File: src/djc_cfg.svh
// register offsets, field positions, reset values and counts of the strap decoder
`ifndef DJC_CFG_SVH
`define DJC_CFG_SVH
`define DJC_OFS_CTRL 8'h00
`define DJC_OFS_STAT 8'h04
`define DJC_OFS_CMD 8'h08
`define DJC_CTRL_RST 32'h0000_0000
`define DJC_CTRL_PROTO_BIT 0
`define DJC_CTRL_SWWP_BIT 1
`define DJC_CTRL_SYNCEN_BIT 2
`define DJC_CTRL_MODE_LSB 3
`define DJC_CMD_DONE_BIT 8
`define DJC_CMD_NR_BIT 9
`define DJC_SETTLE_CYC 3'h4
`define DJC_SYNC_HALF_CYC 16'h0FA0
`define DJC_OP_REQ_SENSE 8'h03
`define DJC_OP_INQUIRY 8'h12
`define DJC_OP_RESERVE 8'h16
`define DJC_OP_RELEASE 8'h17
`define DJC_OP_START 8'h1B
`endif

File: src/djc_pkg.sv
// types shared by the strap decoder modules
package djc_pkg;
   typedef enum logic [1:0] {
      SPIN_IDLE = 2'b00,
      SPIN_UP = 2'b01,
      SPIN_READY = 2'b10
   } djc_spin_e;
   typedef enum logic [1:0] {
      SYNC_ALONE = 2'b00,
      SYNC_SLAVE = 2'b01,
      SYNC_MASTER = 2'b10,
      SYNC_MCTRL = 2'b11
   } djc_sync_e;
   typedef struct packed {
      logic cfg_valid;
      logic [2:0] settle;
      logic auto_spin;
      logic sdtr_en;
      logic scsi1_strap;
      logic wp_strap;
      logic [1:0] route_strap;
      logic page_scsi1;
      logic sw_wp;
      logic sync_en;
      djc_sync_e sync_mode;
      djc_spin_e spin;
      logic [15:0] sync_cnt;
      logic sync_lvl;
      logic [3:0] bus_id;
      logic par_chk_en;
      logic ua_en;
      logic scsi1_mode;
      logic wprot;
      logic spin_en;
      logic unit_ready;
      logic sync_oe;
      logic lock_ext;
      logic lock_ref;
      logic [1:0] sync_route;
      logic sdtr_start;
      logic sdtr_reply;
      logic tx_parity;
      logic par_err;
      logic cmd_valid;
      logic [7:0] cmd_op;
      logic res_done;
      logic res_nr;
      logic [31:0] prdata;
      logic pready;
      logic pslverr;
   } djc_top_s;
endpackage

File: src/djc_cmd_if.sv
// command hand-off between the register block and the command gate
`timescale 1ns/1ps
interface djc_cmd_if;
   logic valid;
   logic [7:0] opcode;
   logic unit_ready;
   logic done;
   logic not_ready;
   logic start_req;
   modport gate (input valid, opcode, unit_ready, output done, not_ready, start_req);
   modport ctl (output valid, opcode, unit_ready, input done, not_ready, start_req);
endinterface

File: src/djc_strap_sync.sv
// three-stage synchroniser; output follows once stages two and three agree
`timescale 1ns/1ps
module djc_strap_sync #(
   parameter int W = 1
) (
   input wire logic clk,
   input wire logic rst_n,
   input wire logic [W-1:0] din,
   output logic [W-1:0] dout
);
   typedef struct packed {
      logic [W-1:0] s1;
      logic [W-1:0] s2;
      logic [W-1:0] s3;
      logic [W-1:0] q;
   } djc_sync_s;
   djc_sync_s s_q, s_d;
   always_comb begin
      s_d = s_q;
      s_d.s1 = din;
      s_d.s2 = s_q.s1;
      s_d.s3 = s_q.s2;
      for (int i = 0; i < W; i++) begin
         if (s_q.s2[i] == s_q.s3[i]) begin
            s_d.q[i] = s_q.s3[i];
         end
      end
   end
   always_ff @(posedge clk or negedge rst_n) begin
      if (!rst_n) begin
         s_q <= '0;
      end else begin
         s_q <= s_d;
      end
   end
   assign dout = s_q.q;
endmodule

File: src/djc_cmd_gate.sv
// admits or refuses commands while the unit is not yet ready
`timescale 1ns/1ps
`include "djc_cfg.svh"
module djc_cmd_gate (
   input wire logic clk,
   input wire logic rst_n,
   djc_cmd_if.gate cmd
);
   typedef struct packed {
      logic done;
      logic not_ready;
      logic start_req;
   } djc_gate_s;
   djc_gate_s s_q, s_d;
   logic exempt;
   always_comb begin
      exempt = (cmd.opcode == `DJC_OP_REQ_SENSE) || (cmd.opcode == `DJC_OP_INQUIRY) ||
               (cmd.opcode == `DJC_OP_RESERVE) || (cmd.opcode == `DJC_OP_RELEASE) ||
               (cmd.opcode == `DJC_OP_START);
      s_d = '0;
      if (cmd.valid) begin
         s_d.done = 1'b1;
         s_d.not_ready = !cmd.unit_ready && !exempt;
         s_d.start_req = (cmd.opcode == `DJC_OP_START);
      end
   end
   always_ff @(posedge clk or negedge rst_n) begin
      if (!rst_n) begin
         s_q <= '0;
      end else begin
         s_q <= s_d;
      end
   end
   assign cmd.done = s_q.done;
   assign cmd.not_ready = s_q.not_ready;
   assign cmd.start_req = s_q.start_req;
endmodule

File: src/djc_top.sv
// strap decoder: samples jumpers and drives the drive's configuration
// What this block does
// shorted auto-spin strap spins up at power-on
// open auto-spin strap waits for START UNIT
// not ready refuses all but five commands
// parity strap enables incoming parity checks
// outgoing parity always generated
// open protocol strap follows mode page bit
// shorted protocol strap forces SCSI-1 behaviour
// narrow bus address from three straps
// wide bus address from four straps
// sync routing ignored while sync disabled
// standalone, slave, master supported; standalone at reset
// standalone: no sync drive, no lock
// slave: no sync drive, lock external
// master: drive sync and lock to it
// shorted negotiation strap starts SDTR after resets
// host SDTR always answered
// shorted unit-attention strap disables reporting
// shorted write-protect strap blocks all writes
// open write-protect strap: software controls protection
// straps sampled after reset, held until reset
`timescale 1ns/1ps
`include "djc_cfg.svh"
module djc_top #(
   parameter bit WIDE_BUS = 1'b0,
   parameter logic [15:0] SYNC_HALF = `DJC_SYNC_HALF_CYC
) (
   input wire logic pclk,
   input wire logic presetn,
   input wire logic psel,
   input wire logic penable,
   input wire logic pwrite,
   input wire logic [7:0] paddr,
   input wire logic [31:0] pwdata,
   output logic [31:0] prdata,
   output logic pready,
   output logic pslverr,
   input wire logic strap_auto_spin,
   input wire logic strap_parity,
   input wire logic strap_scsi1,
   input wire logic [3:0] strap_addr,
   input wire logic [1:0] strap_sync_route,
   input wire logic strap_sdtr,
   input wire logic strap_ua_off,
   input wire logic strap_wprot,
   input wire logic sync_in,
   input wire logic spin_at_speed,
   input wire logic bus_reset,
   input wire logic host_sdtr,
   input wire logic rx_par_err,
   input wire logic [7:0] tx_byte,
   output logic spin_en,
   output logic unit_ready,
   output logic [3:0] bus_id,
   output logic par_chk_en,
   output logic par_err,
   output logic tx_parity,
   output logic scsi1_mode,
   output logic ua_en,
   output logic wprot,
   output logic sync_out,
   output logic sync_oe,
   output logic lock_ext,
   output logic lock_ref,
   output logic [1:0] sync_route,
   output logic sdtr_start,
   output logic sdtr_reply
);
   import djc_pkg::*;

   // ***************************************************************
   // strap and pin synchronisers
   // ***************************************************************
   logic [11:0] straps_s;
   logic sync_in_s;
   djc_top_s s_q, s_d;
   djc_cmd_if cmd_if ();

   djc_strap_sync #(.W(12)) u_strap_sync (
      .clk(pclk),
      .rst_n(presetn),
      .din({strap_auto_spin, strap_parity, strap_scsi1, strap_sdtr, strap_ua_off,
            strap_wprot, strap_sync_route, strap_addr}),
      .dout(straps_s)
   );
   djc_strap_sync #(.W(1)) u_sync_in_sync (
      .clk(pclk),
      .rst_n(presetn),
      .din(sync_in),
      .dout(sync_in_s)
   );
   djc_cmd_gate u_cmd_gate (
      .clk(pclk),
      .rst_n(presetn),
      .cmd(cmd_if.gate)
   );
   assign cmd_if.valid = s_q.cmd_valid;
   assign cmd_if.opcode = s_q.cmd_op;
   assign cmd_if.unit_ready = s_q.unit_ready;

   // ***************************************************************
   // next-state logic
   // ***************************************************************
   djc_sync_e eff_mode;
   logic wr_acc;
   logic setup;
   always_comb begin
      s_d = s_q;
      wr_acc = psel && penable && pwrite && s_q.pready;
      setup = psel && !penable;
      // strap capture once the synchronisers have settled
      if (!s_q.cfg_valid) begin
         if (s_q.settle != `DJC_SETTLE_CYC) begin
            s_d.settle = s_q.settle + 3'h1;
         end else begin
            s_d.cfg_valid = 1'b1;
            s_d.auto_spin = straps_s[11];
            s_d.par_chk_en = straps_s[10];
            s_d.scsi1_strap = straps_s[9];
            s_d.sdtr_en = straps_s[8];
            s_d.ua_en = !straps_s[7];
            s_d.wp_strap = straps_s[6];
            s_d.route_strap = straps_s[5:4];
            if (WIDE_BUS) begin
               s_d.bus_id = straps_s[3:0];
            end else begin
               s_d.bus_id = {1'b0, straps_s[2:0]};
            end
            s_d.sdtr_start = straps_s[8];
         end
      end else begin
         s_d.sdtr_start = s_q.sdtr_en && bus_reset;
      end
      s_d.sdtr_reply = host_sdtr;
      // register writes
      if (wr_acc && paddr == `DJC_OFS_CTRL) begin
         s_d.page_scsi1 = pwdata[`DJC_CTRL_PROTO_BIT];
         s_d.sw_wp = pwdata[`DJC_CTRL_SWWP_BIT];
         s_d.sync_en = pwdata[`DJC_CTRL_SYNCEN_BIT];
         if (pwdata[`DJC_CTRL_MODE_LSB+:2] != SYNC_MCTRL) begin
            s_d.sync_mode = djc_sync_e'(pwdata[`DJC_CTRL_MODE_LSB+:2]);
         end
      end
      s_d.cmd_valid = wr_acc && paddr == `DJC_OFS_CMD;
      if (s_d.cmd_valid) begin
         s_d.cmd_op = pwdata[7:0];
         s_d.res_done = 1'b0;
         s_d.res_nr = 1'b0;
      end else if (cmd_if.done) begin
         s_d.res_done = 1'b1;
         s_d.res_nr = cmd_if.not_ready;
      end
      // decoded configuration
      s_d.scsi1_mode = s_q.scsi1_strap || s_q.page_scsi1;
      s_d.wprot = s_q.wp_strap || s_q.sw_wp;
      s_d.tx_parity = ~^tx_byte;
      s_d.par_err = s_q.par_chk_en && rx_par_err;
      // spindle start
      unique case (s_q.spin)
         SPIN_IDLE: begin
            if (s_q.cfg_valid && (s_q.auto_spin || cmd_if.start_req)) begin
               s_d.spin = SPIN_UP;
            end
         end
         SPIN_UP: begin
            if (spin_at_speed) begin
               s_d.spin = SPIN_READY;
            end
         end
         SPIN_READY: begin
            s_d.spin = SPIN_READY;
         end
         default: begin
            s_d.spin = SPIN_IDLE;
         end
      endcase
      s_d.spin_en = (s_d.spin != SPIN_IDLE);
      s_d.unit_ready = (s_d.spin == SPIN_READY);
      // spindle synchronisation
      eff_mode = s_q.sync_en ? s_q.sync_mode : SYNC_ALONE;
      s_d.sync_route = s_q.sync_en ? s_q.route_strap : 2'b00;
      if (eff_mode == SYNC_MASTER) begin
         if (s_q.sync_cnt >= SYNC_HALF - 16'h0001) begin
            s_d.sync_cnt = 16'h0000;
            s_d.sync_lvl = !s_q.sync_lvl;
         end else begin
            s_d.sync_cnt = s_q.sync_cnt + 16'h0001;
         end
      end else begin
         s_d.sync_cnt = 16'h0000;
         s_d.sync_lvl = 1'b0;
      end
      s_d.sync_oe = (eff_mode == SYNC_MASTER);
      s_d.lock_ext = (eff_mode == SYNC_SLAVE);
      unique case (eff_mode)
         SYNC_SLAVE: s_d.lock_ref = sync_in_s;
         SYNC_MASTER: s_d.lock_ref = s_q.sync_lvl;
         default: s_d.lock_ref = 1'b0;
      endcase
      // APB answer prepared in the setup cycle
      s_d.pready = setup;
      s_d.pslverr = 1'b0;
      s_d.prdata = 32'h0000_0000;
      if (setup) begin
         unique case (paddr)
            `DJC_OFS_CTRL: begin
               s_d.prdata = {27'h0, s_q.sync_mode, s_q.sync_en, s_q.sw_wp, s_q.page_scsi1};
            end
            `DJC_OFS_STAT: begin
               s_d.prdata = {18'h0, s_q.route_strap, s_q.sdtr_en, s_q.par_chk_en, s_q.ua_en,
                             s_q.wprot, s_q.scsi1_mode, s_q.bus_id, s_q.spin, s_q.cfg_valid};
            end
            `DJC_OFS_CMD: begin
               s_d.prdata = {22'h0, s_q.res_nr, s_q.res_done, s_q.cmd_op};
            end
            default: begin
               s_d.pslverr = 1'b1;
            end
         endcase
      end
   end

   // ***************************************************************
   // state register
   // ***************************************************************
   always_ff @(posedge pclk or negedge presetn) begin
      if (!presetn) begin
         s_q <= '0;
      end else begin
         s_q <= s_d;
      end
   end

   assign prdata = s_q.prdata;
   assign pready = s_q.pready;
   assign pslverr = s_q.pslverr;
   assign spin_en = s_q.spin_en;
   assign unit_ready = s_q.unit_ready;
   assign bus_id = s_q.bus_id;
   assign par_chk_en = s_q.par_chk_en;
   assign par_err = s_q.par_err;
   assign tx_parity = s_q.tx_parity;
   assign scsi1_mode = s_q.scsi1_mode;
   assign ua_en = s_q.ua_en;
   assign wprot = s_q.wprot;
   assign sync_out = s_q.sync_lvl;
   assign sync_oe = s_q.sync_oe;
   assign lock_ext = s_q.lock_ext;
   assign lock_ref = s_q.lock_ref;
   assign sync_route = s_q.sync_route;
   assign sdtr_start = s_q.sdtr_start;
   assign sdtr_reply = s_q.sdtr_reply;
endmodule

File: config.mk
export PLATFORM = sky130hd
export DESIGN_NAME = djc_top
export DESIGN_NICKNAME = d
export VERILOG_FILES = /design/src/djc_pkg.sv /design/src/djc_cmd_if.sv /design/src/djc_strap_sync.sv /design/src/djc_cmd_gate.sv /design/src/djc_top.sv
export VERILOG_INCLUDE_DIRS = /design/src
export SDC_FILE = /design/constraint.sdc
export NUM_CORES = 1
export LEC_CHECK = 0
export ABC_AREA = 1
export BUFFER_PORTS_ARGS = -buffer_cell sky130_fd_sc_hd__buf_2
export CAP_MARGIN = 20
export CORE_MARGIN = 5
export CORE_UTILIZATION = 35
export DETAILED_ROUTE_END_ITERATION = 8
export PLACE_DENSITY_LB_ADDON = 0.08
export SLEW_MARGIN = 20
export SYNTH_ARGS = -nofsm -noshare
export SYNTH_HDL_FRONTEND = slang
export SYNTH_HIERARCHICAL = 1
export SYNTH_SLANG_ARGS = --single-unit
File: constraint.sdc
create_clock -name pclk -period 1.75 [get_ports pclk]
set_clock_uncertainty 0.05 [all_clocks]
set_input_delay 0 -clock pclk [delete_from_list [all_inputs] [get_ports pclk]]
set_output_delay 0 -clock pclk [all_outputs]
set_load 0.05 [all_outputs]
==> results.json <==
{
  "p_per_area_nw_per_um2": 1110,
  "io_pins": 124,
  "grt_max_degree": 56,
  "globalplace.congestion": 0.849,
  "vias": 3755,
  "final_hold_viol_count": 0,
  "cp_slowest_cell": "dfrtp_1",
  "crit_family": "simple AND/OR/NAND/NOR gates",
  "fin_crit_sh_pct": 86.9,
  "clkSlewWorstSetupHoldPaths_ns": 0.06,
  "path_class": "reg2reg",
  "core-area_um2": 15100,
  "worstSkewPairLatency_ns": 0.41,
  "drtAntennaViolNets": 0,
  "die_w_um": 134,
  "cts_buffers": 17,
  "peakVddDrop_v": 0.000697,
  "max-cap-violations": 0,
  "p_leak_nw": 3.56,
  "finalSetupTns_ns": 0,
  "fmax_mhz": 658,
  "first_global_vias": 3837,
  "drt_wl_total_um": 11400,
  "syn_to_final_growth_pct": 26.0,
  "antenna_found_initial": 0,
  "cts.root.buffer_cell": "clkbuf_16",
  "avgSynthCellArea_um2": 9.65,
  "start_kind": "register",
  "gr-total-overflow": 0,
  "worst_ep_arrival_time_ns": 1.77,
  "drc": 0,
  "fin_ws_ns": 0.230,
  "crit_chain": "ha_1 > nand2_1 > o21ai_0 > nand2_1 > nand2_2 > nand3_1 > nand2_1",
  "drive_gt1_share_pct": 19.9,
  "period_needed_ns": 1.52,
  "cp.required_ns": 2.00,
  "diodes": 0,
  "yosys_warnings": 6,
  "slew_viol_final": 0,
  "start_util_pct": 35.5,
  "cts_sinks": 130,
  "path_common_cell": "nand2_1",
  "numPortBuffers": 79,
  "dp_hpwl_um": 7980,
  "rows": 45,
  "syn_inst": 557,
  "mostFrequentLayoutCell": "nand2_1",
  "drt-pass1-iter-count": 5,
  "drt_iter0_drc": 195,
  "tightest_slew_ns": 0.578,
  "status": "finished, final reports clean",
  "max-slew-margin-rel_pct": 61.3,
  "rsz0062_at_grt": "false",
  "crit_fanout": 10,
  "cts_max_path_buffers": 2,
  "setup_viol": 0,
  "htreeDepth": 4,
  "nFillCells": 1471,
  "nNetsFinal": 748,
  "grt_pass1_wl_um": 19000,
  "die_height_um": 134,
  "cts_tree": "yes",
  "drt-vias-per-instance": 4.30,
  "die_area_um2": 17900,
  "path_buf_inv": 0,
  "grt_usage_pct": 13.7,
  "hold_path_class": "in2reg",
  "final_cell_mix": "131 x nand2_1, 129 x dfrtp_1, 78 x buf_2, 65 x inv_1, 58 x nor2_1",
  "dp_slack_ns": 0.186,
  "max_stage_delay_ns": 0.40,
  "endpoint_kind": "register",
  "cts_setup_buffers": 0,
  "netlist_area_um2": 5370,
  "routedWlPerCell_um": 13.1
}
stage by stage:
step	instances	area, µm²	total power, mW	utilization (%)	hold WS, ns
2_1_floorplan	579	5460	3.81	-	-0.346
3_3_place_gp	802	5770	3.97	38.1	-0.170
3_5_place_dp	802	5770	3.98	38.1	-0.172
4_1_cts	873	6770	7.64	44.7	0.00756
5_1_grt	873	6770	7.85	44.7	0.0251
6_report	873	6770	7.53	44.7	0.0212
routing by layer:
metal / GRT usage [%] / up-vias / part of all wire, %
met1: 17.7 / 1772 / 46
met2: 21.4 / 88 / 47
li1: - / 1885 / -
met3: 5.10 / 10 / 5.6
met5: 0 / - / 0
met4: 4.63 / 0 / 1.2
power breakdown:
| part | switching (mW) | leakage [nW] | internal, mW | total (mW) |
|---|---|---|---|---|
| logic | 0.509 | 1.65 | 0.228 | 0.737 |
| registers | 0.100 | 1.63 | 3.17 | 3.27 |
| clock network | 1.30 | 0.270 | 2.23 | 3.53 |
| total | 1.91 | 3.56 | 5.62 | 7.53 |
final cells by class:
class,instances,area (µm²),share of cell area (%)
Tap cell,188,235,3.48
Sequential cell,130,3250,48.1
Timing Repair Buffer,129,886,13.1
Clock buffer,18,429,6.34
Clock inverter,13,163,2.40
Inverter,67,251,3.72
Multi-Input combinational cell,328,1550,22.9
state kept, by name, summed over array words and instances (netlist names), 2 cells and up:
name and flops:
bus_id 3, cmd_if.opcode 8, prdata 14, s_q 35, sync_route 2, u_strap_sync/dout 11, u_strap_sync/s_d 22, u_strap_sync/s_q 11
u_sync_in_sync/s_d 2
final timing paths:
path | from | to | slack, ns | cells past startpoint
setup / recovery | s_q[65] | sync_out | 0.23 | 7
hold / removal | paddr[3] | prdata[12] | 0.02 | 4
setup reg to reg | s_q[65] | sync_out | 0.23 | 7
hold reg to reg | u_strap_sync/s_d[32] | u_strap_sync/s_d[20] | 0.30 | 0
max in group asynchronous | presetn | tx_parity | 0.59 | 3
min in group asynchronous | presetn | u_strap_sync/dout[10] | 0.12 | 3
worst reg2reg max path: cells and delay by family, from the launching register on:
kind	cells	cell delay, ns
AO/OA/AOI/OAI	1	0.10
flip-flops	1	0.40
adder cells (fa/ha/maj)	1	0.21
AND/OR/NAND/NOR	5	0.65
repair_timing:
| item | in CTS | in global routing |
|---|---|---|
| resized for setup | 0 | 1 |
| setup endpoints to repair | 0 | 1 |
| hold endpoints to repair | 172 | 0 |
| hold buffers | 40 | 0 |
(Power assumes the default switching activity.)
